--- config.mk ---
export PLATFORM = sky130hd
export DESIGN_NAME = epi_top
export DESIGN_NICKNAME = d
export VERILOG_FILES = /design/src/hdl/epi_pkg.sv /design/src/hdl/epi_filter.sv /design/src/hdl/epi_trigger.sv /design/src/hdl/epi_top.sv
export SDC_FILE = /design/constraint.sdc
export NUM_CORES = 1
export LEC_CHECK = 0
export ABC_AREA = 0
export BUFFER_PORTS_ARGS = -buffer_cell sky130_fd_sc_hd__buf_4
export CORE_UTILIZATION = 49
export CTS_CLUSTER_DIAMETER = 150
export DETAILED_ROUTE_END_ITERATION = 10
export PLACE_DENSITY = 0.71
export SLEW_MARGIN = 40
export SYNTH_ARGS = -nofsm -noshare
export SYNTH_HDL_FRONTEND = slang
export SYNTH_SLANG_ARGS = --single-unit
export TNS_END_PERCENT = 100
--- constraint.sdc ---
create_clock -name clk -period 3.75 [get_ports clk]
set_input_delay 0.375 -clock clk [delete_from_list [all_inputs] [get_ports clk]]
set_output_delay 0.375 -clock clk [all_outputs]
set_load 0.05 [all_outputs]
--- src/hdl/epi_pkg.sv ---
// Package with the register map, field layout, encodings and timing of the pin interrupt block.
package epi_pkg;

  localparam logic [31:0] EPI_ADDR_FLAGS     = 32'h4000_a814;
  localparam logic [31:0] EPI_ADDR_CFG_A     = 32'h4000_a860;
  localparam logic [31:0] EPI_ADDR_CFG_B     = 32'h4000_a864;
  localparam logic [31:0] EPI_ADDR_CFG_C     = 32'h4000_a868;
  localparam logic [31:0] EPI_ADDR_CFG_D     = 32'h4000_a86c;
  localparam logic [31:0] EPI_ADDR_SEL_C     = 32'h4000_bc14;
  localparam logic [31:0] EPI_ADDR_SEL_D     = 32'h4000_bc18;
  localparam logic [31:0] EPI_ADDR_WAKE_FILT = 32'h4000_bc1c;
  localparam logic [31:0] EPI_ADDR_DBG_CFG   = 32'h4000_bc00;

  localparam logic [4:0]  EPI_SEL_C_RESET    = 5'h0f;
  localparam logic [4:0]  EPI_SEL_D_RESET    = 5'h10;
  localparam logic [4:0]  EPI_SEL_LAST       = 5'h17;
  localparam logic [2:0]  EPI_DBG_RESET      = 3'h2;

  localparam int EPI_CFG_FILT_BIT  = 8;
  localparam int EPI_CFG_MODE_LSB  = 5;
  localparam int EPI_CFG_MODE_MSB  = 7;
  localparam int EPI_SEL_MSB       = 4;
  localparam int EPI_WF_PORT_BIT   = 0;
  localparam int EPI_WF_SER1_BIT   = 1;
  localparam int EPI_WF_SER2_BIT   = 2;
  localparam int EPI_WF_INTD_BIT   = 3;
  localparam int EPI_DBG_RSVD_BIT  = 3;
  localparam int EPI_DBG_REG_BIT   = 4;
  localparam int EPI_DBG_DIS_BIT   = 5;
  localparam int EPI_NUM_INT       = 4;
  localparam int EPI_NUM_PINS      = 24;
  localparam int EPI_IDX_PORT_A_PIN2 = 2;
  localparam int EPI_IDX_PORT_B_PIN2 = 10;

  localparam int EPI_CLK_PERIOD_NS  = 4;
  localparam int EPI_FILT_SAMPLE_NS = 16;
  localparam int EPI_FILT_DIV =
    (EPI_FILT_SAMPLE_NS + EPI_CLK_PERIOD_NS - 1) / EPI_CLK_PERIOD_NS;
  localparam logic [1:0] EPI_FILT_DIV_LAST = 2'(EPI_FILT_DIV - 1);
  localparam logic [1:0] EPI_FILT_STABLE   = 2'h3;

  localparam logic [1:0] EPI_RESP_OKAY   = 2'h0;
  localparam logic [1:0] EPI_RESP_DECERR = 2'h3;

  typedef enum logic [2:0] {
    EPI_MODE_OFF  = 3'h0,
    EPI_MODE_RISE = 3'h1,
    EPI_MODE_FALL = 3'h2,
    EPI_MODE_BOTH = 3'h3,
    EPI_MODE_HIGH = 3'h4,
    EPI_MODE_LOW  = 3'h5
  } epi_mode_e;

  typedef struct packed {
    logic      filt;
    epi_mode_e mode;
  } epi_cfg_s;

  typedef struct packed {
    logic int_d;
    logic serial2;
    logic serial1;
    logic port;
  } epi_wake_s;

endpackage : epi_pkg

--- src/hdl/epi_filter.sv ---
// Digital glitch filter: a bit follows its input only after it has been stable for some samples.
`timescale 1ns/100ps
module epi_filter #(
  parameter int W = 1
) (
  input  wire logic         clk,
  input  wire logic         rst_n,
  input  wire logic         tick,
  input  wire logic [W-1:0] en,
  input  wire logic [W-1:0] din,
  output logic      [W-1:0] dout
);
  import epi_pkg::*;

  logic [W-1:0]      state;
  logic [W-1:0]      next_state;
  logic [W-1:0][1:0] cnt;
  logic [W-1:0][1:0] next_cnt;

  always_comb begin
    next_state = state;
    next_cnt   = cnt;
    for (int i = 0; i < W; i++) begin
      if (tick) begin
        if (din[i] == state[i]) begin
          next_cnt[i] = 2'h0;
        end else if (cnt[i] == EPI_FILT_STABLE - 2'h1) begin
          next_state[i] = din[i];
          next_cnt[i]   = 2'h0;
        end else begin
          next_cnt[i] = cnt[i] + 2'h1;
        end
      end
    end
  end

  always_ff @(posedge clk or negedge rst_n) begin
    if (!rst_n) begin
      state <= '0;
      cnt   <= '0;
    end else begin
      state <= next_state;
      cnt   <= next_cnt;
    end
  end

  // Disabled bits pass straight through so that an unfiltered source loses no latency.
  assign dout = (en & state) | (~en & din);

endmodule : epi_filter

--- src/hdl/epi_trigger.sv ---
// Trigger detection: edge and level conditions per interrupt source.
`timescale 1ns/100ps
module epi_trigger #(
  parameter int W = 4
) (
  input  wire logic                    clk,
  input  wire logic                    rst_n,
  input  wire logic      [W-1:0]       level,
  input  epi_pkg::epi_mode_e [W-1:0]   mode,
  output logic           [W-1:0]       hit
);
  import epi_pkg::*;

  logic [W-1:0] prev;
  logic [W-1:0] next_prev;

  always_comb begin
    next_prev = level;
  end

  always_ff @(posedge clk or negedge rst_n) begin
    if (!rst_n) begin
      prev <= '0;
    end else begin
      prev <= next_prev;
    end
  end

  always_comb begin
    for (int i = 0; i < W; i++) begin
      unique case (mode[i])
        EPI_MODE_OFF:  hit[i] = 1'b0;
        EPI_MODE_RISE: hit[i] = level[i] & ~prev[i];
        EPI_MODE_FALL: hit[i] = ~level[i] & prev[i];
        EPI_MODE_BOTH: hit[i] = level[i] ^ prev[i];
        EPI_MODE_HIGH: hit[i] = level[i];
        EPI_MODE_LOW:  hit[i] = ~level[i];
        // Reserved codes 6 and 7 never raise an interrupt.
        default:       hit[i] = 1'b0;
      endcase
    end
  end

endmodule : epi_trigger

--- src/hdl/epi_top.sv ---
// Top of the external pin interrupt block: AXI4-Lite registers, routing, filters and wake-ups.
`timescale 1ns/100ps
module epi_top (
  input  wire logic                  clk,
  input  wire logic                  rst_n,
  input  wire logic [31:0]           s_axi_awaddr,
  input  wire logic                  s_axi_awvalid,
  output logic                       s_axi_awready,
  input  wire logic [31:0]           s_axi_wdata,
  input  wire logic [3:0]            s_axi_wstrb,
  input  wire logic                  s_axi_wvalid,
  output logic                       s_axi_wready,
  output logic [1:0]                 s_axi_bresp,
  output logic                       s_axi_bvalid,
  input  wire logic                  s_axi_bready,
  input  wire logic [31:0]           s_axi_araddr,
  input  wire logic                  s_axi_arvalid,
  output logic                       s_axi_arready,
  output logic [31:0]                s_axi_rdata,
  output logic [1:0]                 s_axi_rresp,
  output logic                       s_axi_rvalid,
  input  wire logic                  s_axi_rready,
  input  wire logic [7:0]            port_a_pins,
  input  wire logic [7:0]            port_b_pins,
  input  wire logic [7:0]            port_c_pins,
  input  wire logic                  ext_int_a_pin,
  input  wire logic                  ext_int_b_pin,
  input  wire logic [23:0]           port_wake_monitor_mask,
  input  wire logic                  debug_active,
  input  wire logic                  debug_rsvd_load,
  input  wire logic                  debug_rsvd_value,
  output logic [3:0]                 ext_int_pending,
  output epi_pkg::epi_wake_s         wake,
  output logic                       debug_override_permit,
  output logic                       regulator_pin_override_en
);
  import epi_pkg::*;

  // Pin synchroniser; stage one is read only by stage two.
  logic [25:0] sync1;
  logic [25:0] sync2;
  logic [25:0] next_sync1;

  always_comb begin
    next_sync1 = {ext_int_b_pin, ext_int_a_pin, port_c_pins, port_b_pins, port_a_pins};
  end

  always_ff @(posedge clk or negedge rst_n) begin
    if (!rst_n) begin
      sync1 <= '0;
      sync2 <= '0;
    end else begin
      sync1 <= next_sync1;
      sync2 <= sync1;
    end
  end

  logic [23:0] pins;
  assign pins = sync2[23:0];

  // Filter sample tick.
  logic [1:0] div_cnt;
  logic [1:0] next_div_cnt;
  logic       tick;

  always_comb begin
    next_div_cnt = (div_cnt == EPI_FILT_DIV_LAST) ? 2'h0 : div_cnt + 2'h1;
  end

  always_ff @(posedge clk or negedge rst_n) begin
    if (!rst_n) begin
      div_cnt <= 2'h0;
    end else begin
      div_cnt <= next_div_cnt;
    end
  end

  assign tick = (div_cnt == EPI_FILT_DIV_LAST);

  // Register state.
  epi_cfg_s [3:0] cfg;
  epi_cfg_s [3:0] next_cfg;
  logic [4:0]     sel_c;
  logic [4:0]     next_sel_c;
  logic [4:0]     sel_d;
  logic [4:0]     next_sel_d;
  logic [3:0]     wake_filt;
  logic [3:0]     next_wake_filt;
  logic [2:0]     dbg_cfg;
  logic [2:0]     next_dbg_cfg;
  logic [3:0]     flags;
  logic [3:0]     next_flags;

  // Write channel capture.
  logic        aw_held;
  logic        next_aw_held;
  logic        w_held;
  logic        next_w_held;
  logic [31:0] aw_addr;
  logic [31:0] next_aw_addr;
  logic [31:0] w_data;
  logic [31:0] next_w_data;
  logic [3:0]  w_strb;
  logic [3:0]  next_w_strb;
  logic        bvalid;
  logic        next_bvalid;
  logic [1:0]  bresp;
  logic [1:0]  next_bresp;
  logic        wr_go;
  logic [31:0] wmask;
  logic [31:0] wval;

  assign wr_go = aw_held & w_held & ~bvalid;
  assign wmask = {{8{w_strb[3]}}, {8{w_strb[2]}}, {8{w_strb[1]}}, {8{w_strb[0]}}};
  assign wval  = w_data & wmask;

  function automatic logic mapped(input logic [31:0] a);
    mapped = (a == EPI_ADDR_FLAGS) || (a == EPI_ADDR_CFG_A) || (a == EPI_ADDR_CFG_B) ||
             (a == EPI_ADDR_CFG_C) || (a == EPI_ADDR_CFG_D) || (a == EPI_ADDR_SEL_C) ||
             (a == EPI_ADDR_SEL_D) || (a == EPI_ADDR_WAKE_FILT) || (a == EPI_ADDR_DBG_CFG);
  endfunction : mapped

  function automatic logic [31:0] merge(input logic [31:0] old, input logic [31:0] mask,
                                        input logic [31:0] val);
    merge = (old & ~mask) | val;
  endfunction : merge

  always_comb begin
    next_aw_held = aw_held;
    next_w_held  = w_held;
    next_aw_addr = aw_addr;
    next_w_data  = w_data;
    next_w_strb  = w_strb;
    next_bvalid  = bvalid;
    next_bresp   = bresp;
    if (s_axi_awvalid && s_axi_awready) begin
      next_aw_held = 1'b1;
      next_aw_addr = s_axi_awaddr;
    end
    if (s_axi_wvalid && s_axi_wready) begin
      next_w_held = 1'b1;
      next_w_data = s_axi_wdata;
      next_w_strb = s_axi_wstrb;
    end
    if (wr_go) begin
      next_aw_held = 1'b0;
      next_w_held  = 1'b0;
      next_bvalid  = 1'b1;
      next_bresp   = mapped(aw_addr) ? EPI_RESP_OKAY : EPI_RESP_DECERR;
    end else if (bvalid && s_axi_bready) begin
      next_bvalid = 1'b0;
    end
  end

  always_ff @(posedge clk or negedge rst_n) begin
    if (!rst_n) begin
      aw_held       <= 1'b0;
      w_held        <= 1'b0;
      aw_addr       <= '0;
      w_data        <= '0;
      w_strb        <= '0;
      bvalid        <= 1'b0;
      bresp         <= EPI_RESP_OKAY;
      s_axi_awready <= 1'b0;
      s_axi_wready  <= 1'b0;
    end else begin
      aw_held       <= next_aw_held;
      w_held        <= next_w_held;
      aw_addr       <= next_aw_addr;
      w_data        <= next_w_data;
      w_strb        <= next_w_strb;
      bvalid        <= next_bvalid;
      bresp         <= next_bresp;
      s_axi_awready <= ~next_aw_held;
      s_axi_wready  <= ~next_w_held;
    end
  end

  assign s_axi_bvalid = bvalid;
  assign s_axi_bresp  = bresp;

  // Source routing, filtering and trigger detection.
  function automatic logic route(input logic [4:0] code, input logic [23:0] p);
    route = (code <= EPI_SEL_LAST) ? p[code] : 1'b0;
  endfunction : route

  logic [3:0]           int_raw;
  logic [3:0]           int_filt_en;
  logic [3:0]           int_level;
  logic [3:0]           int_hit;
  epi_mode_e [3:0]      int_mode;

  assign int_raw = {route(sel_d, pins), route(sel_c, pins), sync2[25], sync2[24]};

  always_comb begin
    for (int i = 0; i < EPI_NUM_INT; i++) begin
      int_filt_en[i] = cfg[i].filt;
      int_mode[i]    = cfg[i].mode;
    end
  end

  epi_filter #(.W(4)) u_int_filter (
    .clk   (clk),
    .rst_n (rst_n),
    .tick  (tick),
    .en    (int_filt_en),
    .din   (int_raw),
    .dout  (int_level)
  );

  epi_trigger #(.W(4)) u_trigger (
    .clk   (clk),
    .rst_n (rst_n),
    .level (int_level),
    .mode  (int_mode),
    .hit   (int_hit)
  );

  // Wake sources: port pins, two serial pins, and interrupt D's pin.
  logic [23:0] pin_filt_en;
  logic [23:0] pin_level;
  logic [23:0] pin_prev;
  logic [23:0] next_pin_prev;
  logic        intd_level;
  logic        intd_prev;
  logic        next_intd_prev;

  always_comb begin
    pin_filt_en = port_wake_monitor_mask & {24{wake_filt[EPI_WF_PORT_BIT]}};
    if (wake_filt[EPI_WF_SER1_BIT]) begin
      pin_filt_en[EPI_IDX_PORT_B_PIN2] = 1'b1;
    end
    if (wake_filt[EPI_WF_SER2_BIT]) begin
      pin_filt_en[EPI_IDX_PORT_A_PIN2] = 1'b1;
    end
  end

  epi_filter #(.W(24)) u_pin_filter (
    .clk   (clk),
    .rst_n (rst_n),
    .tick  (tick),
    .en    (pin_filt_en),
    .din   (pins),
    .dout  (pin_level)
  );

  epi_filter #(.W(1)) u_intd_wake_filter (
    .clk   (clk),
    .rst_n (rst_n),
    .tick  (tick),
    .en    (wake_filt[EPI_WF_INTD_BIT]),
    .din   (int_raw[3]),
    .dout  (intd_level)
  );

  epi_wake_s next_wake;

  always_comb begin
    next_pin_prev  = pin_level;
    next_intd_prev = intd_level;
    next_wake.port    = |((pin_level ^ pin_prev) & port_wake_monitor_mask);
    next_wake.serial1 = pin_level[EPI_IDX_PORT_B_PIN2] ^ pin_prev[EPI_IDX_PORT_B_PIN2];
    next_wake.serial2 = pin_level[EPI_IDX_PORT_A_PIN2] ^ pin_prev[EPI_IDX_PORT_A_PIN2];
    next_wake.int_d   = intd_level ^ intd_prev;
  end

  always_ff @(posedge clk or negedge rst_n) begin
    if (!rst_n) begin
      pin_prev  <= '0;
      intd_prev <= 1'b0;
      wake      <= '0;
    end else begin
      pin_prev  <= next_pin_prev;
      intd_prev <= next_intd_prev;
      wake      <= next_wake;
    end
  end

  // Register updates; a hardware set beats a software clear in the same cycle.
  always_comb begin
    next_cfg       = cfg;
    next_sel_c     = sel_c;
    next_sel_d     = sel_d;
    next_wake_filt = wake_filt;
    next_dbg_cfg   = dbg_cfg;
    next_flags     = flags;
    if (wr_go) begin
      unique case (aw_addr)
        EPI_ADDR_CFG_A, EPI_ADDR_CFG_B, EPI_ADDR_CFG_C, EPI_ADDR_CFG_D: begin
          next_cfg[aw_addr[3:2]] = epi_cfg_s'(merge(
            {23'h0, cfg[aw_addr[3:2]], 5'h00}, wmask, wval) >> EPI_CFG_MODE_LSB);
        end
        EPI_ADDR_SEL_C:     next_sel_c = 5'(merge({27'h0, sel_c}, wmask, wval));
        EPI_ADDR_SEL_D:     next_sel_d = 5'(merge({27'h0, sel_d}, wmask, wval));
        EPI_ADDR_WAKE_FILT: next_wake_filt = 4'(merge({28'h0, wake_filt}, wmask, wval));
        EPI_ADDR_DBG_CFG:   next_dbg_cfg = 3'(merge({26'h0, dbg_cfg, 3'h0}, wmask, wval) >> 3);
        EPI_ADDR_FLAGS:     next_flags = flags & ~wval[3:0];
        default:            next_flags = flags;
      endcase
    end
    next_flags = next_flags | int_hit;
    if (debug_rsvd_load) begin
      next_dbg_cfg[0] = debug_rsvd_value;
    end
  end

  always_ff @(posedge clk or negedge rst_n) begin
    if (!rst_n) begin
      cfg       <= '0;
      sel_c     <= EPI_SEL_C_RESET;
      sel_d     <= EPI_SEL_D_RESET;
      wake_filt <= '0;
      dbg_cfg   <= EPI_DBG_RESET;
      flags     <= '0;
    end else begin
      cfg       <= next_cfg;
      sel_c     <= next_sel_c;
      sel_d     <= next_sel_d;
      wake_filt <= next_wake_filt;
      dbg_cfg   <= next_dbg_cfg;
      flags     <= next_flags;
    end
  end

  // Outputs that follow the registers.
  logic next_permit;
  logic next_reg_ovr;

  always_comb begin
    // Once debug is running, setting the disable bit cannot cut it off.
    next_permit  = ~next_dbg_cfg[EPI_DBG_DIS_BIT - 3] | debug_active;
    next_reg_ovr = next_dbg_cfg[EPI_DBG_REG_BIT - 3];
  end

  always_ff @(posedge clk or negedge rst_n) begin
    if (!rst_n) begin
      ext_int_pending           <= '0;
      debug_override_permit     <= 1'b1;
      regulator_pin_override_en <= 1'b1;
    end else begin
      ext_int_pending           <= next_flags;
      debug_override_permit     <= next_permit;
      regulator_pin_override_en <= next_reg_ovr;
    end
  end

  // Read channel.
  logic [31:0] rd_word;
  logic [31:0] next_rdata;
  logic [1:0]  next_rresp;
  logic        next_rvalid;

  always_comb begin
    rd_word = '0;
    unique case (s_axi_araddr)
      EPI_ADDR_FLAGS:     rd_word = {28'h0, flags};
      EPI_ADDR_CFG_A, EPI_ADDR_CFG_B, EPI_ADDR_CFG_C, EPI_ADDR_CFG_D:
        rd_word = {23'h0, cfg[s_axi_araddr[3:2]], 5'h00};
      EPI_ADDR_SEL_C:     rd_word = {27'h0, sel_c};
      EPI_ADDR_SEL_D:     rd_word = {27'h0, sel_d};
      EPI_ADDR_WAKE_FILT: rd_word = {28'h0, wake_filt};
      EPI_ADDR_DBG_CFG:   rd_word = {26'h0, dbg_cfg, 3'h0};
      default:            rd_word = '0;
    endcase
    next_rdata  = s_axi_rdata;
    next_rresp  = s_axi_rresp;
    next_rvalid = s_axi_rvalid;
    if (s_axi_arvalid && s_axi_arready) begin
      next_rdata  = rd_word;
      next_rresp  = mapped(s_axi_araddr) ? EPI_RESP_OKAY : EPI_RESP_DECERR;
      next_rvalid = 1'b1;
    end else if (s_axi_rvalid && s_axi_rready) begin
      next_rvalid = 1'b0;
    end
  end

  always_ff @(posedge clk or negedge rst_n) begin
    if (!rst_n) begin
      s_axi_rdata   <= '0;
      s_axi_rresp   <= EPI_RESP_OKAY;
      s_axi_rvalid  <= 1'b0;
      s_axi_arready <= 1'b0;
    end else begin
      s_axi_rdata   <= next_rdata;
      s_axi_rresp   <= next_rresp;
      s_axi_rvalid  <= next_rvalid;
      s_axi_arready <= ~next_rvalid;
    end
  end

endmodule : epi_top

==> impl_metrics.yaml <==
status:
  outcome: "completed"
global_routing:
  grt_pass1_wl_um: 41800
  overflow: 0
  grt_start_max_net_pins: 109
  antenna_found_initial: 0
  grtUsageTotal: 0.201
  grt_pass1_vias: 8087
cts:
  clockBufferDepth: 3
  cts_root_buf: "clkbuf_16"
  postCtsSetupRepairBufs: 0
  hold_buffers: 27
  cts_buffers: 30
  clkTransAtPathRegs_ns: 0.06
  htree_levels: 1
  clock-sinks: 273
  clock_latency_ns: 0.53
  cts_resized: 0
  cts_tree: "built"
finish:
  seqCellArea_mm2: 0.00684
  final_nets: 1353
  fillers: 2048
  fin_cells: 1535
  fin_util: 0.608
  layout-drive-gt1-share: 0.324
  area_growth_syn_to_layout_pct: 22.3
  layout_commonest_cell: "dfrtp_1"
  final_cell_mix: "dfrtp_1 (265), buf_4 (167), mux2_2 (128), inv_1 (75), nand2_1 (68)"
  final_area_mm2: 0.0153
  multi_input_area_mm2: 0.00510
  num_antenna_cells: 0
die:
  rows: 58
  die_h_um: 162
  core_area_mm2: 0.0251
  start_util: 0.497
  die_area_mm2: 0.0261
  die_w_um: 162
  io-pin-count: 211
yosys:
  synth_warnings: 0
  async_flop_share: 1.00
  synth-main-ff-cell: "dfrtp_1"
  ys_ff_latch: 273
  syn_area_mm2: 0.0125
  synthDistinctLibCells: 67
  yosysSeqAreaShare: 0.548
  syn_avg_cell_area_um2: 12.6
  syn_inst: 993
  synth_edf_count: 0
timing:
  finalSetupTns_ns: 0
  maxSlewHeadroom: 0.543
  fmax_mhz: 337
  drv_slew: 0
  period_share: 0.791
  period_minus_slack_ns: 2.97
  rsz0062_at_grt: "no"
  tightest_slew_ns: 0.680
  setup_viol: 0
  clock_skew_ns: 0.00719
  hold_viol: 0
pwr:
  power_leakage_nw: 6.89
  p_clk_frac: 0.328
  power_density_mw_per_mm2: 588
  power_frac_comb: 0.199
  intPower_mw: 6.40
  p_seq_frac: 0.473
  switchingPower_mw: 2.56
  p_sw_frac: 0.286
  vdd_drop_max_mv: 0.355
setup_path:
  arrival_ns: 3.37
  criticalPathCategory: "reg -> reg"
  r2r_slack_ns: 0.78
  cp_max_fo: 8
  worstPathRequired_ns: 4.16
  startpoint_type: "flop"
  critPathCaptureType: "flop"
route:
  drcViolationCount: 0
  num_vias: 8057
  drtIter0Drc: 389
  wl_per_cell_um: 16.5
  antenna_left: 0
  drt_first_pass_iters: 4
  via_per_inst: 5.25
  finalWirelength_um: 25400
hold_path:
  hold_path.class: "in -> reg"
placed_design:
  dp_hpwl_um: 18000
  post_dp_cell_area_mm2: 0.0139
  gp_congestion: 0.796
  numPortBuffers: 162
  placed_cells: 1454
flow_run:
  cap_viol_max_count: 0
-- sequential cells by signal, indices dropped and copies added (netlist names), 2 cells and up, named ones only --
signal,cells
sync2,26
u_pin_filter.state,24
pin_prev,24
u_int_filter.state,4
u_trigger.prev,4
div_cnt,2
ext_int_pending,4
w_data,9
aw_addr,32
w_strb,2
sync1,26
cfg,16
u_pin_filter.cnt,48
s_axi_rdata,9
dbg_cfg,2
u_int_filter.cnt,8
wake,4
u_intd_wake_filter.cnt,2
-- power groups by stage --
stage	registers [mW]	clock network [mW]	logic, mW
after floorplan	4.20	0	1.31
final	4.24	2.94	1.78
after global placement	4.26	0	1.71
after detailed placement	4.29	0	1.76
after CTS	4.25	3.01	1.80
after global routing	4.36	3.13	1.97
-- Yosys cell counts (3+ instances only) --
library cell  instances  area share
a21oi_1              12      0.0048
a221oi_1              4      0.0028
a22o_1                6      0.0042
a22oi_1               4      0.0024
and2_1                3      0.0015
and3_1               13      0.0065
buf_2                 7      0.0028
buf_4                26       0.016
clkbuf_1             24      0.0072
dfrtp_1             266        0.53
dfstp_2               7       0.015
ha_1                  9      0.0090
inv_1                75       0.023
mux2_2              128        0.12
mux2_4                5      0.0060
mux2i_1              58       0.047
mux4_1                7       0.015
mux4_2               13       0.023
nand2_1              68       0.020
nand3_1              50       0.020
nand4_1               4      0.0020
nand4b_1              3      0.0021
nor2_1               16      0.0048
nor2b_1               6      0.0030
nor3_1                9      0.0036
nor3b_1               3      0.0018
nor4_1                5      0.0025
o21ai_0              21      0.0084
o221ai_1              5      0.0035
o22ai_1              32       0.016
or3_1                 3      0.0015
xnor2_1              23       0.016
xor2_1               35       0.025
-- path summary, 6_finish.rpt --
kind                              start             endpoint  depth (start not counted)
hold / removal             s_axi_bready         s_axi_bvalid                          2
hold reg to reg                sync1[2]             sync2[2]                          0
setup / recovery                   flop   ext_int_pending[2]                         13
min in group asynchronous         rst_n              wake[1]                          2
setup reg to reg                   flop   ext_int_pending[2]                         13
max in group asynchronous         rst_n  u_int_filter.cnt[0]                          4
-- per-layer routing --
metal | vias to the layer above | global-route usage | wire [um]
met5 | - | 0 | 0
met4 | 0 | 0.0429 | 349
met3 | 25 | 0.0321 | 1420
met2 | 212 | 0.338 | 12200
met1 | 3961 | 0.277 | 11500
li1 | 3859 | - | -
-- worst max-delay path: stages (launching register included) --
cell	delay, ns
dfstp_2	0.67
mux4_1	0.59
mux2i_1	0.17
nor3b_1	0.07
or3_4	0.43
o21ai_2	0.15
inv_1	0.07
ha_1	0.19
nand2_1	0.06
nor2_1	0.04
a21oi_1	0.11
o21ai_0	0.09
a21oi_1	0.12
o41ai_1	0.08
-- stage by stage --
step	power (mW)	hold WS, ns	setup slack (ns)
floorplan	5.51	0.0794	1.05
global placement	5.97	0.332	0.843
detailed placement	6.06	0.336	0.811
CTS	9.07	0.00402	0.808
global route	9.46	0.0191	0.590
finish	8.97	0.0275	0.785
-- logic make-up after synthesis --
| group | after synthesis | synth area share |
|---|---|---|
| xor gates and xnor gates | 59 | 0.0420 |
| and+or+nand+nor | 207 | 0.0906 |
| other | 1 | 0.000301 |
| AOI/OAI and AO/OA | 96 | 0.0503 |
| buffers and inverters | 136 | 0.0514 |
| muxes | 212 | 0.208 |
| adders and majority gates | 9 | 0.00903 |
| DFF | 273 | 0.548 |
-- area by class of cell --
cell class,instances,area share
Sequential cell,273,0.448
Multi-Input combinational cell,606,0.334
Timing Repair Buffer,198,0.105
Clock buffer,47,0.0607
Tap cell,330,0.0271
Inverter,75,0.0185
Clock inverter,6,0.00566
No activity file was read; power rests on OpenSTA's default activity.
